--- config.mk ---
export PLATFORM = sky130hd
export DESIGN_NAME = wake_filter_regs
export DESIGN_NICKNAME = d
export VERILOG_FILES = /design/src/design/ipv4_match.v /design/src/design/wake_filter_regs.v
export VERILOG_INCLUDE_DIRS = /design/src /design/src/pkg
export SDC_FILE = /design/constraint.sdc
export NUM_CORES = 1
export LEC_CHECK = 0
export BUFFER_PORTS_ARGS = -buffer_cell sky130_fd_sc_hd__buf_2
export CORE_ASPECT_RATIO = 0.8
export CORE_UTILIZATION = 23
export CTS_CLUSTER_DIAMETER = 150
export DETAILED_ROUTE_END_ITERATION = 6
export PLACE_DENSITY_LB_ADDON = 0.2
export SLEW_MARGIN = 20
export SYNTH_ARGS = -nofsm -noshare
export SYNTH_HDL_FRONTEND = slang
export SYNTH_HIERARCHICAL = 1
export SYNTH_SLANG_ARGS = --single-unit
--- constraint.sdc ---
create_clock -name clk -period 2.4 [get_ports clk]
set_clock_uncertainty 0.05 [all_clocks]
set_input_delay 0.48 -clock clk [delete_from_list [all_inputs] [get_ports clk]]
set_output_delay 0.48 -clock clk [all_outputs]
set_load 0.02 [all_outputs]
--- src/pkg/wake_filter_defines.vh ---
`ifndef WAKE_FILTER_DEFINES_VH
`define WAKE_FILTER_DEFINES_VH

// ----------------------------------------
// Register offsets (byte addresses)
// ----------------------------------------
`define WF_ADDR_W            16
`define WF_OFF_FILTER_EN     16'h5808
`define WF_OFF_EVENT_STAT    16'h5810
`define WF_OFF_PORT_LOW      16'h5828
`define WF_OFF_PORT_HIGH     16'h5830
`define WF_OFF_ADDR_VALID    16'h5838
`define WF_OFF_IPV4_0        16'h5840
`define WF_OFF_IPV4_1        16'h5848
`define WF_OFF_IPV4_2        16'h5850
`define WF_OFF_IPV4_3        16'h5858

// ----------------------------------------
// Register select codes
// ----------------------------------------
`define WF_SEL_W             9
`define WF_SEL_FILTER_EN     0
`define WF_SEL_EVENT_STAT    1
`define WF_SEL_PORT_LOW      2
`define WF_SEL_PORT_HIGH     3
`define WF_SEL_ADDR_VALID    4
`define WF_SEL_IPV4_0        5

// ----------------------------------------
// Filter enable / event status fields
// ----------------------------------------
`define WF_BIT_LINK_CHANGE   0
`define WF_BIT_PATTERN_PKT   1
`define WF_BIT_EXACT_ADDR    2
`define WF_BIT_MCAST_HASH    3
`define WF_BIT_BROADCAST     4
`define WF_BIT_ARP_REQ       5
`define WF_BIT_DIRECT_IPV4   6
`define WF_BIT_DIRECT_IPV6   7
`define WF_BIT_MGMT_FLEX0    9
`define WF_BIT_MGMT_FLEX1    10
`define WF_BIT_IGNORE_MGMT   15
`define WF_BIT_FLEX_LO       16
`define WF_MASK_FILTER_EN    32'h000f80ff
`define WF_MASK_WAKE_EN      32'h000f00ff
`define WF_MASK_EVENT_STAT   32'h000f06ff
`define WF_RST_FILTER_EN     32'h00000000
`define WF_RST_EVENT_STAT    32'h00000000

// ----------------------------------------
// Port pairs and address valid fields
// ----------------------------------------
`define WF_PORT_W            16
`define WF_RST_PORT          16'h0000
`define WF_BIT_IPV4_VALID_LO 0
`define WF_BIT_IPV6_VALID    16
`define WF_MASK_ADDR_VALID   32'h0001000f
`define WF_RST_ADDR_VALID    32'h00000000
`define WF_IPV4_ENTRIES      4
`define WF_RST_IPV4          32'h00000000

`endif

--- src/design/ipv4_match.v ---
`timescale 1ns/1ps
`include "wake_filter_defines.vh"

module ipv4_match #(
	parameter ENTRIES = `WF_IPV4_ENTRIES
) (
	// Stored table, entry i in bits 32*i+31:32*i
	input  wire [32*ENTRIES-1:0] table_flat,
	input  wire [ENTRIES-1:0]    entry_valid,
	// Packet address, first wire byte in bits 7:0
	input  wire [31:0]           pkt_ip,
	// Compare result
	output wire [ENTRIES-1:0]    hit
);

	// ----------------------------------------
	// Per-entry compare
	// ----------------------------------------
	genvar i;
	generate
		for (i = 0; i < ENTRIES; i = i + 1) begin : g_cmp
			// Both sides keep the wire's first byte low, so a plain
			// word compare matches byte for byte
			assign hit[i] = entry_valid[i] & (table_flat[32*i +: 32] == pkt_ip);
		end
	endgenerate

endmodule

--- src/design/wake_filter_regs.v ---
// Summary of operation
// - Enable bit one turns filter on
// - Enable bits 0-7 and 16-19 placed
// - Bit 15 blocks wake from management packets
// - Status sets every matched criterion bit of a waking packet
// - Write one clears status, zero keeps
// - Status survives host reset, power-on clears
// - Bit 2 marks exact address match
// - Bits 9,10 set only when allocated
// - Bits 16-19 report flex filter matches
// - Four ports, two per word, dual writers
// - Valid bits 0-3 IPv4, 16 IPv6
// - Entry 0 valid loaded from NVM
// - Four IPv4 entries at 8-byte spacing
// - Entry 0 also steers management traffic
// - Least significant byte first on wire
`timescale 1ns/1ps
`include "wake_filter_defines.vh"

module wake_filter_regs #(
	parameter ADDR_W  = `WF_ADDR_W,
	parameter PORT_W  = `WF_PORT_W,
	parameter ENTRIES = `WF_IPV4_ENTRIES
) (
	// Clock, resets, enable
	input  wire                  clk,
	input  wire                  srst,
	input  wire                  por_rst,
	input  wire                  ce,
	// Host register port
	input  wire [ADDR_W-1:0]     reg_addr,
	input  wire                  reg_wr,
	input  wire [31:0]           reg_wdata,
	input  wire                  reg_rd,
	output reg  [31:0]           reg_rdata_r,
	output reg                   reg_rvalid_r,
	// Management bus port writes
	input  wire                  mgmt_port_wr,
	input  wire [1:0]            mgmt_port_idx,
	input  wire [PORT_W-1:0]     mgmt_port_data,
	// NVM load of entry 0 valid
	input  wire                  nvm_load,
	input  wire                  nvm_ip_valid,
	// Packet results from the filter engines
	input  wire                  pkt_done,
	input  wire [31:0]           pkt_match,
	input  wire                  pkt_mgmt_pass,
	input  wire [1:0]            mgmt_flex_alloc,
	input  wire [31:0]           pkt_dst_ip,
	// Configuration toward the filter engines
	output reg  [31:0]           filter_enable_r,
	output reg                   ignore_mgmt_packets_r,
	output reg  [4*PORT_W-1:0]   mgmt_ports_r,
	output reg  [ENTRIES-1:0]    ipv4_valid_r,
	output reg                   ipv6_entry_valid_r,
	output reg  [32*ENTRIES-1:0] ipv4_table_r,
	// Results
	output reg                   wake_event_r,
	output reg  [31:0]           wake_status_r,
	output reg  [ENTRIES-1:0]    ipv4_hit_r,
	output reg                   mgmt_ip_hit_r
);

	// ----------------------------------------
	// Address decode
	// ----------------------------------------
	// One-hot select; zero for unmapped offsets
	function [`WF_SEL_W-1:0] reg_sel;
		input [ADDR_W-1:0] a;
		begin
			reg_sel = {`WF_SEL_W{1'b0}};
			case (a)
				`WF_OFF_FILTER_EN:  reg_sel[`WF_SEL_FILTER_EN]  = 1'b1;
				`WF_OFF_EVENT_STAT: reg_sel[`WF_SEL_EVENT_STAT] = 1'b1;
				`WF_OFF_PORT_LOW:   reg_sel[`WF_SEL_PORT_LOW]   = 1'b1;
				`WF_OFF_PORT_HIGH:  reg_sel[`WF_SEL_PORT_HIGH]  = 1'b1;
				`WF_OFF_ADDR_VALID: reg_sel[`WF_SEL_ADDR_VALID] = 1'b1;
				`WF_OFF_IPV4_0:     reg_sel[`WF_SEL_IPV4_0]     = 1'b1;
				`WF_OFF_IPV4_1:     reg_sel[`WF_SEL_IPV4_0 + 1] = 1'b1;
				`WF_OFF_IPV4_2:     reg_sel[`WF_SEL_IPV4_0 + 2] = 1'b1;
				`WF_OFF_IPV4_3:     reg_sel[`WF_SEL_IPV4_0 + 3] = 1'b1;
				default:            reg_sel = {`WF_SEL_W{1'b0}};
			endcase
		end
	endfunction

	// ----------------------------------------
	// Access strobes
	// ----------------------------------------
	// Read and write in one cycle: the read sees the old value
	wire [`WF_SEL_W-1:0] wr_sel;
	wire [`WF_SEL_W-1:0] rd_sel;

	assign wr_sel = reg_wr ? reg_sel(reg_addr) : {`WF_SEL_W{1'b0}};
	assign rd_sel = reg_sel(reg_addr);

	// ----------------------------------------
	// Filter enables
	// ----------------------------------------
	// Only documented fields are stored, the rest stay zero
	always @(posedge clk) begin
		if (srst) begin
			filter_enable_r <= `WF_RST_FILTER_EN;
		end else if (ce && wr_sel[`WF_SEL_FILTER_EN]) begin
			filter_enable_r <= reg_wdata & `WF_MASK_FILTER_EN;
		end
	end

	// Kept apart from the enables: it gates, it does not match
	always @(posedge clk) begin
		if (srst) begin
			ignore_mgmt_packets_r <= 1'b0;
		end else if (ce && wr_sel[`WF_SEL_FILTER_EN]) begin
			ignore_mgmt_packets_r <= reg_wdata[`WF_BIT_IGNORE_MGMT];
		end
	end

	// ----------------------------------------
	// Wake qualification
	// ----------------------------------------
	reg  [31:0] crit;
	reg  [31:0] enabled_hits;
	reg         any_enabled;
	reg         any_mgmt_flex;
	reg         mgmt_blocked;
	reg         wake_now;

	always @* begin
		crit = pkt_match & `WF_MASK_EVENT_STAT;
		// Management flex matches count only when given to wake
		crit[`WF_BIT_MGMT_FLEX0] = pkt_match[`WF_BIT_MGMT_FLEX0] & mgmt_flex_alloc[0];
		crit[`WF_BIT_MGMT_FLEX1] = pkt_match[`WF_BIT_MGMT_FLEX1] & mgmt_flex_alloc[1];
		enabled_hits = crit & filter_enable_r & `WF_MASK_WAKE_EN;
		any_enabled = |enabled_hits;
		// Bits 9 and 10 have no enable here; allocation is the gate
		any_mgmt_flex = crit[`WF_BIT_MGMT_FLEX0] | crit[`WF_BIT_MGMT_FLEX1];
		mgmt_blocked = ignore_mgmt_packets_r & pkt_mgmt_pass;
		wake_now = pkt_done & (any_enabled | any_mgmt_flex) & ~mgmt_blocked;
	end

	// One pulse per waking packet; ce low holds it
	always @(posedge clk) begin
		if (srst) begin
			wake_event_r <= 1'b0;
		end else if (ce) begin
			wake_event_r <= wake_now;
		end
	end

	// ----------------------------------------
	// Event status
	// ----------------------------------------
	// Cleared by power-on reset only, so a host bus reset
	// does not lose the record of what woke the system
	reg  [31:0] status_nxt;
	reg  [31:0] status_set;
	wire [31:0] status_clr;

	assign status_clr = wr_sel[`WF_SEL_EVENT_STAT] ? reg_wdata : 32'h00000000;

	always @* begin
		status_set = 32'h00000000;
		if (wake_now) begin
			// Every criterion the packet met, not only the first
			status_set = crit;
		end
		// Set beats a clear landing in the same cycle
		status_nxt = ((wake_status_r & ~status_clr) | status_set) & `WF_MASK_EVENT_STAT;
	end

	// One flag per bit; reserved positions are masked out of
	// status_nxt and so never leave their reset value
	localparam [31:0] STATUS_RST = `WF_RST_EVENT_STAT;

	genvar b;
	generate
		for (b = 0; b < 32; b = b + 1) begin : g_status
			always @(posedge clk) begin
				if (por_rst) begin
					wake_status_r[b] <= STATUS_RST[b];
				end else if (ce) begin
					wake_status_r[b] <= status_nxt[b];
				end
			end
		end
	endgenerate

	// ----------------------------------------
	// Management ports
	// ----------------------------------------
	// Host writes a pair, management bus writes one port;
	// on a clash the management bus wins that port
	genvar p;
	generate
		for (p = 0; p < 4; p = p + 1) begin : g_port
			wire              host_hit;
			wire              mgmt_hit;
			wire [PORT_W-1:0] host_val;

			assign host_hit = wr_sel[`WF_SEL_PORT_LOW + (p / 2)];
			assign mgmt_hit = mgmt_port_wr && ({30'h0, mgmt_port_idx} == p);
			// Even port low half, odd port high half
			assign host_val = reg_wdata[16*(p%2) +: PORT_W];

			always @(posedge clk) begin
				if (srst) begin
					mgmt_ports_r[PORT_W*p +: PORT_W] <= `WF_RST_PORT;
				end else if (ce) begin
					if (mgmt_hit) begin
						mgmt_ports_r[PORT_W*p +: PORT_W] <= mgmt_port_data;
					end else if (host_hit) begin
						mgmt_ports_r[PORT_W*p +: PORT_W] <= host_val;
					end
				end
			end
		end
	endgenerate

	// ----------------------------------------
	// Address valid flags
	// ----------------------------------------
	always @(posedge clk) begin
		if (srst) begin
			ipv4_valid_r <= {ENTRIES{1'b0}};
		end else if (ce) begin
			if (wr_sel[`WF_SEL_ADDR_VALID]) begin
				ipv4_valid_r <= reg_wdata[`WF_BIT_IPV4_VALID_LO +: ENTRIES];
			end else if (nvm_load) begin
				// Loader runs after reset release, so the strap is
				// caught by the clock, never by the reset itself
				ipv4_valid_r[0] <= nvm_ip_valid;
			end
		end
	end

	// Only the flag lives here, not the address it marks
	always @(posedge clk) begin
		if (srst) begin
			ipv6_entry_valid_r <= 1'b0;
		end else if (ce && wr_sel[`WF_SEL_ADDR_VALID]) begin
			ipv6_entry_valid_r <= reg_wdata[`WF_BIT_IPV6_VALID];
		end
	end

	// ----------------------------------------
	// IPv4 address table
	// ----------------------------------------
	// Contents are undefined to software after reset; they are
	// cleared anyway so simulation shows no unknowns
	genvar e;
	generate
		for (e = 0; e < ENTRIES; e = e + 1) begin : g_ipv4
			always @(posedge clk) begin
				if (srst) begin
					ipv4_table_r[32*e +: 32] <= `WF_RST_IPV4;
				end else if (ce && wr_sel[`WF_SEL_IPV4_0 + e]) begin
					ipv4_table_r[32*e +: 32] <= reg_wdata;
				end
			end
		end
	endgenerate

	// ----------------------------------------
	// Destination compare
	// ----------------------------------------
	// Flags and table as they stand this cycle; hits show next cycle
	wire [ENTRIES-1:0] ip_hit;

	ipv4_match #(
		.ENTRIES    (ENTRIES)
	) u_match (
		.table_flat  (ipv4_table_r),
		.entry_valid (ipv4_valid_r),
		.pkt_ip      (pkt_dst_ip),
		.hit         (ip_hit)
	);

	always @(posedge clk) begin
		if (srst) begin
			ipv4_hit_r <= {ENTRIES{1'b0}};
		end else if (ce) begin
			ipv4_hit_r <= ip_hit;
		end
	end

	// Entry 0 doubles as the management routing address
	always @(posedge clk) begin
		if (srst) begin
			mgmt_ip_hit_r <= 1'b0;
		end else if (ce) begin
			mgmt_ip_hit_r <= ip_hit[0];
		end
	end

	// ----------------------------------------
	// Read path
	// ----------------------------------------
	reg [31:0] rd_mux;
	integer    k;

	always @* begin
		rd_mux = 32'h00000000;
		if (rd_sel[`WF_SEL_FILTER_EN]) begin
			rd_mux = filter_enable_r;
		end
		if (rd_sel[`WF_SEL_EVENT_STAT]) begin
			rd_mux = wake_status_r;
		end
		if (rd_sel[`WF_SEL_PORT_LOW]) begin
			rd_mux = mgmt_ports_r[0 +: 32];
		end
		if (rd_sel[`WF_SEL_PORT_HIGH]) begin
			rd_mux = mgmt_ports_r[32 +: 32];
		end
		if (rd_sel[`WF_SEL_ADDR_VALID]) begin
			// Gap between the two flag groups stays zero
			rd_mux[`WF_BIT_IPV4_VALID_LO +: ENTRIES] = ipv4_valid_r;
			rd_mux[`WF_BIT_IPV6_VALID] = ipv6_entry_valid_r;
		end
		for (k = 0; k < ENTRIES; k = k + 1) begin
			if (rd_sel[`WF_SEL_IPV4_0 + k]) begin
				rd_mux = ipv4_table_r[32*k +: 32];
			end
		end
	end

	// Unmapped reads answer zero, one cycle later like any other
	always @(posedge clk) begin
		if (srst) begin
			reg_rdata_r  <= 32'h00000000;
			reg_rvalid_r <= 1'b0;
		end else if (ce) begin
			reg_rvalid_r <= reg_rd;
			if (reg_rd) begin
				reg_rdata_r <= rd_mux;
			end
		end
	end

endmodule

# ---- Word level (Yosys, flattened, before mapping)
# Index checks and enable logic that the tools add are counted.
dict set report totals {
  register_bits 264
  out_inout_bits 301
  wordCells 120
}
dict set report op_classes {
  eq_ne 16
  n_mux 32
  n_bitwise 16
  reduce_logical 24
}
# operator n
set ops {}
lappend ops {{$mux W32} 7}
lappend ops {{$eq A16 B15 Y1 const B} 9}
lappend ops {{$eq A32 B32 Y1} 4}
lappend ops {{$mux W16} 8}
lappend ops {{$mux W20} 3}
lappend ops {{$and A20 B20 Y20} 2}
lappend ops {{$not A20 Y20} 1}
lappend ops {{$or A20 B20 Y20} 1}
lappend ops {{$reduce_and A2 Y1} 7}
lappend ops {{$mux W1} 12}
lappend ops {{$reduce_or A12 Y1} 1}
lappend ops {{$logic_and A1 B1 Y1} 10}
lappend ops {{$reduce_bool A2 Y1} 5}
lappend ops {{$and A1 B1 Y1} 9}
lappend ops {{$mux W9} 1}
lappend ops {{$eq A2 B2 Y1 const B} 2}
lappend ops {{$mux W4} 1}
lappend ops {{$eq A2 B1 Y1 const B} 1}
lappend ops {{$logic_not A2 Y1} 1}
lappend ops {{$or A1 B1 Y1} 2}
lappend ops {{$not A1 Y1} 1}

# ---- Depth between registers and ports, before layout
# Gate-level depths: netlist of run 1.
dict set report logic_depth {
  word_depth 11
  depth_mapped 9
  depth_no_buf 6
}

# ---- Cells and area by module
# The synthesis of run 1 kept the hierarchy.
# mod n_inst cells_each area_each_um2 seq_area_each_um2
set modules_own_cells {}
lappend modules_own_cells {wake_filter_regs 1 1575 12403.1 5245.0}
lappend modules_own_cells {ipv4_match 1 176 1502.7 0.0}

# ---- Worst setup path before layout of run 1
# Ideal clock, no wire load.
dict set report synth_path {
  path_kind {input-to-reg}
  startpoint {input port reg_addr[9]}
  endpoint {register reg_rdata_r[5]}
  arrival_ns 2.278
  path_slack_ns -0.052
  cell_stages 9
  n_path_buf 3
  cell_sequence {or4b_1 > buf_2 > buf_2 > nor2_2 > nand3_1 > clkbuf_1 > o21ai_0 > a2bb2oi_1 > o21ai_0}
}
dict set report synth_between {
  elab_chain_cells 10
}
# element line
set synth_rtl {}
lappend synth_rtl {{from (decl)} wake_filter_regs.v:31} ;# input wire [ADDR_W-1:0] reg_addr,
lappend synth_rtl {{$eq A16 B15 Y1} wake_filter_regs.v:72} ;# case (a)
lappend synth_rtl {{$mux W1} wake_filter_regs.v:72}
lappend synth_rtl {{$mux W20} wake_filter_regs.v:303} ;# if (rd_sel[`WF_SEL_FILTER_EN]) begin
lappend synth_rtl {{$mux W32} wake_filter_regs.v:306} ;# if (rd_sel[`WF_SEL_EVENT_STAT]) begin
lappend synth_rtl {{$mux W32} wake_filter_regs.v:309} ;# if (rd_sel[`WF_SEL_PORT_LOW]) begin
lappend synth_rtl {{$mux W32} wake_filter_regs.v:312} ;# if (rd_sel[`WF_SEL_PORT_HIGH]) begin
lappend synth_rtl {{$mux W32 (3 in a row)} wake_filter_regs.v:321} ;# if (rd_sel[`WF_SEL_IPV4_0 + k]) begin
lappend synth_rtl {{$mux W32 *} wake_filter_regs.v:321}
lappend synth_rtl {{to (signal assigned)} wake_filter_regs.v:335} ;# reg_rdata_r <= rd_mux;
lappend synth_rtl {{to (decl)} wake_filter_regs.v:35} ;# output reg [31:0] reg_rdata_r,
# Every way passes the cells marked *; elsewhere a longest branch is shown, timed or not.
# A chain may end at the register's enable or synchronous reset.

# ---- Worst setup path after layout of run 1
dict set report layout_path {
  startpoint {input port reg_addr[9]}
  endpoint {register mgmt_ports_r[4]}
}
dict set report layout_between {
  elab_chain_cells 5
}
# element line
set layout_rtl {}
lappend layout_rtl {{$eq A16 B15 Y1} wake_filter_regs.v:72}
lappend layout_rtl {{$mux W1} wake_filter_regs.v:72}
lappend layout_rtl {{$mux W9} wake_filter_regs.v:94} ;# assign wr_sel = reg_wr ? reg_sel(reg_addr) : {`WF_SEL_W{1'b0}};
lappend layout_rtl {{$reduce_bool A2 Y1 (no line)} -}
lappend layout_rtl {{$reduce_and A2 Y1 (no line)} -}
lappend layout_rtl {{to (signal, indexed assignment)} wake_filter_regs.v:207} ;# mgmt_ports_r[PORT_W*p +: PORT_W] <= `WF_RST_PORT;
lappend layout_rtl {{to (signal, indexed assignment)} wake_filter_regs.v:210} ;# mgmt_ports_r[PORT_W*p +: PORT_W] <= mgmt_port_data;
lappend layout_rtl {{to (signal, indexed assignment)} wake_filter_regs.v:212} ;# mgmt_ports_r[PORT_W*p +: PORT_W] <= host_val;
lappend layout_rtl {{to (decl)} wake_filter_regs.v:53} ;# output reg [4*PORT_W-1:0] mgmt_ports_r,
# No other way between the ends.

==> out/qor.yml, run 1 <==
status: "finished clean"
synthesis.area_mm2: 0.0139
post-route-period-util_pct: 92.1
cts.sinks: 262
design_area_mm2: 0.0189
leakagePower_nw: 8.12
cts_buffer_depth: 3
worstSetupPathType: "in -> reg"
drtIter0Drc: 1707
vias_per_cell: 5.21
ys_warn_count: 6
grt_usage_pct: 26.2
die_area_mm2: 0.0615
cts_tree: "done"
synth_edf_count: 0
hold_depth: 3
htreeDepth: 2
dieHeight_um: 222
nNetsFinal: 2361
setup_viol: 0
antenna_found_initial: 9
drive_above_1_share_pct: 30.7
crit_slowest_cell: "or4b_1"
drtAntennaViolNets: 0
drv_slew: 0
min_path_type: "in -> reg"
max_freq_mhz: 452
root_buffer: "clkbuf_16"
drt_wl_total_mm: 83.8
synthArstFlopShare_pct: 0
start_util_pct: 23.3
dp_hpwl_mm: 65.9
ios: 444
critPathRequiredTime_ns: 2.80
end_kind: "flip-flop"
dr.pass1.iters: 7
rows: 80
worst_path_most_repeated_cell: "buf_4"
yosysSeqAreaShare_pct: 37.7
power.density_mw_per_mm2: 580
place.port_buffers: 388
layout_min_cycle_time_ns: 2.21
place.gp.congestion: 0.971
arrival_ns: 2.62
grt_max_degree: 101
ir_worst_vdd_v: 0.000362
postSynthCellCount: 1751
synth_cell_types: 67
path_max_fanout: 32
clock_latency_ns: 0.57
vias: 15700
postPlaceCellArea_mm2: 0.0178
die_x_um: 277
ys_seq_elements: 262
start_kind: "input port"
routedWlPerCell_um: 27.7
grt_pass1_wl_mm: 115
grt_pass1_vias: 14700
coreArea_mm2: 0.0597
cts_buffers: 34
diodes: 0
power_mw: 11.0
max_stage_delay_ns: 0.52
path_clk_slew_ns: 0.06
area_growth_pct: 36.0
worstPathCellList: "buf_2 -> or4b_1 -> buf_4 -> nor4_4 -> buf_4 -> buf_4 -> a21oi_1 -> nor2_2 -> buf_12 -> nor2_1 -> a211oi_1"
worst_pin_slew_ns: 0.711
r2r_cells: 7
cts_setup_buffers: 0
relSlewSlack_pct: 52.6
syn_avg_cell_area_um2: 7.94
rsz0062_at_grt: "no"
overflow: 0
synth_top_flop_cell: "dfxtp_1"
hold_violations: 0
cap_violations: 0
remaining_drc_errors: 0
-- logic make-up (layout without fill, tap and decap cells) --
family                    after synthesis  after routing  synth area share (%)
AOI/OAI and AO/OA                     470            470                  21.6
xor gates and xnor gates              129            129                  8.12
buffers and inverters                 174            629                  6.12
DFF                                   262            262                  37.7
muxes                                  72             72                  5.19
other                                   1             37                0.0270
and+or+nand+nor                       643            643                  21.2
-- per-stage QoR --
step                worst slack, ns  util, %  std cells  hold slack (ns)  setup TNS (ns)
finish                        0.189     31.7       3021            0.148               0
floorplan                   -0.0209        -       1787            0.487         -0.0209
CTS                           0.143     31.7       3021            0.132               0
global placement             -0.435     29.8       2961            0.388          -46.66
global route                 0.0235     31.7       3021            0.154               0
detailed placement           -0.452     29.8       2961            0.397          -51.09
-- layout make-up --
type                            instances  area, um2
Fill cell                            6454      40700
Multi-Input combinational cell       1351       8010
Clock inverter                         16        155
Tap cell                              779        975
Clock buffer                           44        970
Timing Repair Buffer                  563       3540
Sequential cell                       262       5250
Inverter                                6       22.5
-- cell usage after synthesis (4+ instances only) --
cell type,count,share of area [%]
a32oi_1,6,0.38
xor2_1,125,7.9
and3_1,8,0.36
a21oi_1,208,7.5
a221oi_1,6,0.38
a21o_1,4,0.22
a211oi_1,43,2.3
nor3_2,6,0.43
buf_2,26,0.94
mux2i_1,71,5.1
nand2b_1,4,0.18
inv_1,6,0.16
a22o_1,10,0.63
a221o_1,18,1.3
a22oi_1,26,1.4
o21ai_0,84,3.0
nor3_1,22,0.79
nor2_1,110,3.0
clkbuf_1,96,2.6
nor2b_1,4,0.18
a211oi_2,24,2.2
nor4_4,4,0.61
nand2_1,386,10
nor4_2,13,1.2
buf_4,42,2.3
nor4_1,21,0.94
dfxtp_1,262,38
xnor2_1,4,0.25
nand3_1,25,0.90
o22ai_1,10,0.45
or3_1,5,0.22
nand4_1,9,0.40
-- per-layer routing --
metal  vias up  global-route usage [%]  wire length, um
li1       7027                       -                -
met1      7806                    38.5            39300
met2       783                    39.2            36100
met3       112                    4.15             6150
met4         8                    7.15             2170
met5         -                       0               46
-- critical path: cells and delay by family --
kind / cells / cell delay, ns
buffers and inverters: 5 / 0.84
AND/OR/NAND/NOR: 4 / 0.98
AO/OA/AOI/OAI: 2 / 0.30
-- worst paths after layout --
check	start	end	slack, ns
setup reg to reg	ipv4_table_r[22]$_SDFFE_PP0P_	ipv4_hit_r[0]$_SDFFE_PP0P_	0.46
setup / recovery	reg_addr[9]	mgmt_ports_r[4]$_SDFFE_PP0P_	0.19
hold reg to reg	reg_rdata_r[27]$_SDFFE_PP0P_	reg_rdata_r[27]$_SDFFE_PP0P_	0.40
hold / removal	pkt_match[5]	wake_status_r[5]$_SDFFE_PP0P_	0.15
-- power by group --
group / internal (mW) / switching [mW] / total (mW)
sequential: 4.40 / 0.0654 / 4.47
combinational: 0.362 / 0.827 / 1.19
clock: 3.08 / 2.24 / 5.32
-- state kept, by name, indices dropped and copies added, names as in the netlist --
register            count
reg_rdata_r            32
reg_rvalid_r            1
filter_enable_r        13
ipv4_valid_r            4
wake_status_r          14
mgmt_ports_r           64
ipv4_table_r          128
wake_event_r            1
ipv6_entry_valid_r      1
ipv4_hit_r              4
-- repair_timing --
item,4_1_cts,5_1_grt
hold buffers,0,0
endpoints found under the hold margin,0,0
endpoints found under the setup margin,0,1
gates resized for setup,0,1
-- layout by cell type (no fill, tap or decap), drive strengths merged, types with 44 or more instances in the layout --
master / netlist / final
clkbuf: 96 / 44
nor2: 112 / 112
mux2i: 71 / 71
nand2: 387 / 387
buf: 72 / 563
dfxtp: 262 / 262
a211oi: 67 / 67
a21oi: 211 / 211
o21ai: 84 / 84
xor2: 125 / 125
No activity file was read; power rests on OpenSTA's default activity.
==> run 2: changes to the inputs <==
Settings changed: CTS_BUF_LIST set to sky130_fd_sc_hd__clkbuf_4 sky130_fd_sc_hd__clkbuf_8 sky130_fd_sc_hd__clkbuf_16.
==> out/qor.yml, run 2 (synthesis gave the netlist of run 1 again) <==
nNetsFinal: 2361
grt_usage_pct: 26.2
path_clk_slew_ns: 0.06
htreeDepth: 2
overflow: 0
worst_pin_slew_ns: 0.674
worstSetupPathType: "in -> reg"
placedCellCount: 2961
grt_pass1_vias: 14700
cts_setup_buffers: 0
dr_wl_met2_mm: 36.0
hold_violations: 0
area_growth_pct: 36.1
critPathRequiredTime_ns: 2.78
top_layer: "met5"
final_common_cell: "buf_2"
rsz0062_at_grt: "no"
vias_per_cell: 5.21
largest_reg_flops: 128
relSlewSlack_pct: 55.1
arrival_ns: 2.62
max_freq_mhz: 448
diodes: 0
path_max_fanout: 9
start_kind: "input port"
post-route-period-util_pct: 93.1
cap_violations: 0
regMostFlops: "ipv4_table_r"
wl_met1_mm: 39.8
dp_hpwl_mm: 65.9
drive_above_1_share_pct: 30.9
ios: 444
design_area_mm2: 0.0189
drt_wl_total_mm: 83.7
crit_path_start: "reg_addr[9]"
min_path_type: "in -> reg"
drv_slew: 0
setup_viol: 0
antenna_found_initial: 9
dieHeight_um: 222
leakagePower_nw: 8.13
grt_pass1_wl_mm: 115
status: "finished clean"
place.port_buffers: 388
drtIter0Drc: 1706
end_kind: "flip-flop"
die_area_mm2: 0.0615
setup_tns_ns: 0
final_cells: 3021
place.gp.congestion: 0.971
coreArea_mm2: 0.0597
power.density_mw_per_mm2: 582
cts_buffers: 34
wl_met3_mm: 5.64
routedWlPerCell_um: 27.7
drtAntennaViolNets: 0
cts_tree: "done"
remaining_drc_errors: 0
cts_resized: 0
dr.pass1.iters: 5
cts.sinks: 262
clock_latency_ns: 0.56
layout_min_cycle_time_ns: 2.23
vias: 15700
postPlaceCellArea_mm2: 0.0178
final_cell_mix: "buf_2, nand2_1, dfxtp_1, a21oi_1, buf_4"
cts_buffer_depth: 3
hold_start: "pkt_match[5]"
ir_worst_vdd_v: 0.000361
grt_max_degree: 101
ctsHoldBuffers: 0
start_util_pct: 23.3
root_buffer: "clkbuf_16"
r2r_start: "ipv4_table_r[22]$_SDFFE_PP0P_"
die_x_um: 277
rows: 80
largestRegisters: "ipv4_table_r (128), mgmt_ports_r (64), reg_rdata_r (32)"
-- run 2: cell types whose count changed in the layout (fill, tap and decap cells not counted) --
cell / delta
clkbuf_1: -3
clkbuf_4: +3
-- run 2: critical path, cell delays in order --
cell and delay (ns):
buf_2 0.11, or4b_1 0.52, buf_4 0.21, nor4_4 0.26, buf_4 0.19, nor2b_1 0.24
nor3_1 0.11, a221oi_2 0.38, o22ai_1 0.12
-- run 2: area by class of cell --
class	count	area [um2]
fillers	6453	40700
repair buffers	563	3540
inverters	6	22.5
clock buffers	44	981
flip-flops and latches	262	5250
clock inverters	16	155
multi-input cells	1351	8010
well taps	779	975
-- run 2: power breakdown --
| part | switching [mW] | leakage (nW) | internal (mW) |
|---|---|---|---|
| clock | 2.24 | 0.557 | 3.12 |
| combinational | 0.825 | 5.46 | 0.362 |
| sequential | 0.0655 | 2.12 | 4.40 |
| total | 3.13 | 8.13 | 7.88 |
-- run 2: worst paths after layout --
check / end / slack [ns] / depth (start not counted)
worst min register to register: reg_rdata_r[12]$_SDFFE_PP0P_ / 0.41 / 2
worst min-delay path: wake_status_r[5]$_SDFFE_PP0P_ / 0.15 / 3
worst max register to register: ipv4_hit_r[0]$_SDFFE_PP0P_ / 0.44 / 7
worst max-delay path: reg_rdata_r[1]$_SDFFE_PP0P_ / 0.17 / 9
-- run 2: per-stage QoR --
step                      power, mW  setup WS [ns]  hold WS, ns  utilization [%]
final                          11.0          0.166        0.153             31.7
after global routing           11.3         0.0235        0.154             31.7
after CTS                      11.1          0.143        0.132             31.7
after detailed placement       5.73         -0.452        0.397             29.8
after global placement         5.72         -0.435        0.388             29.8
after floorplan                5.15        -0.0209        0.487                -
-- run 2: per-layer routing --
layer / vias up / global-route usage (%)
met5: - / 0
met1: 7843 / 38.5
li1: 7017 / -
met2: 768 / 39.2
met4: 8 / 7.06
met3: 109 / 4.14
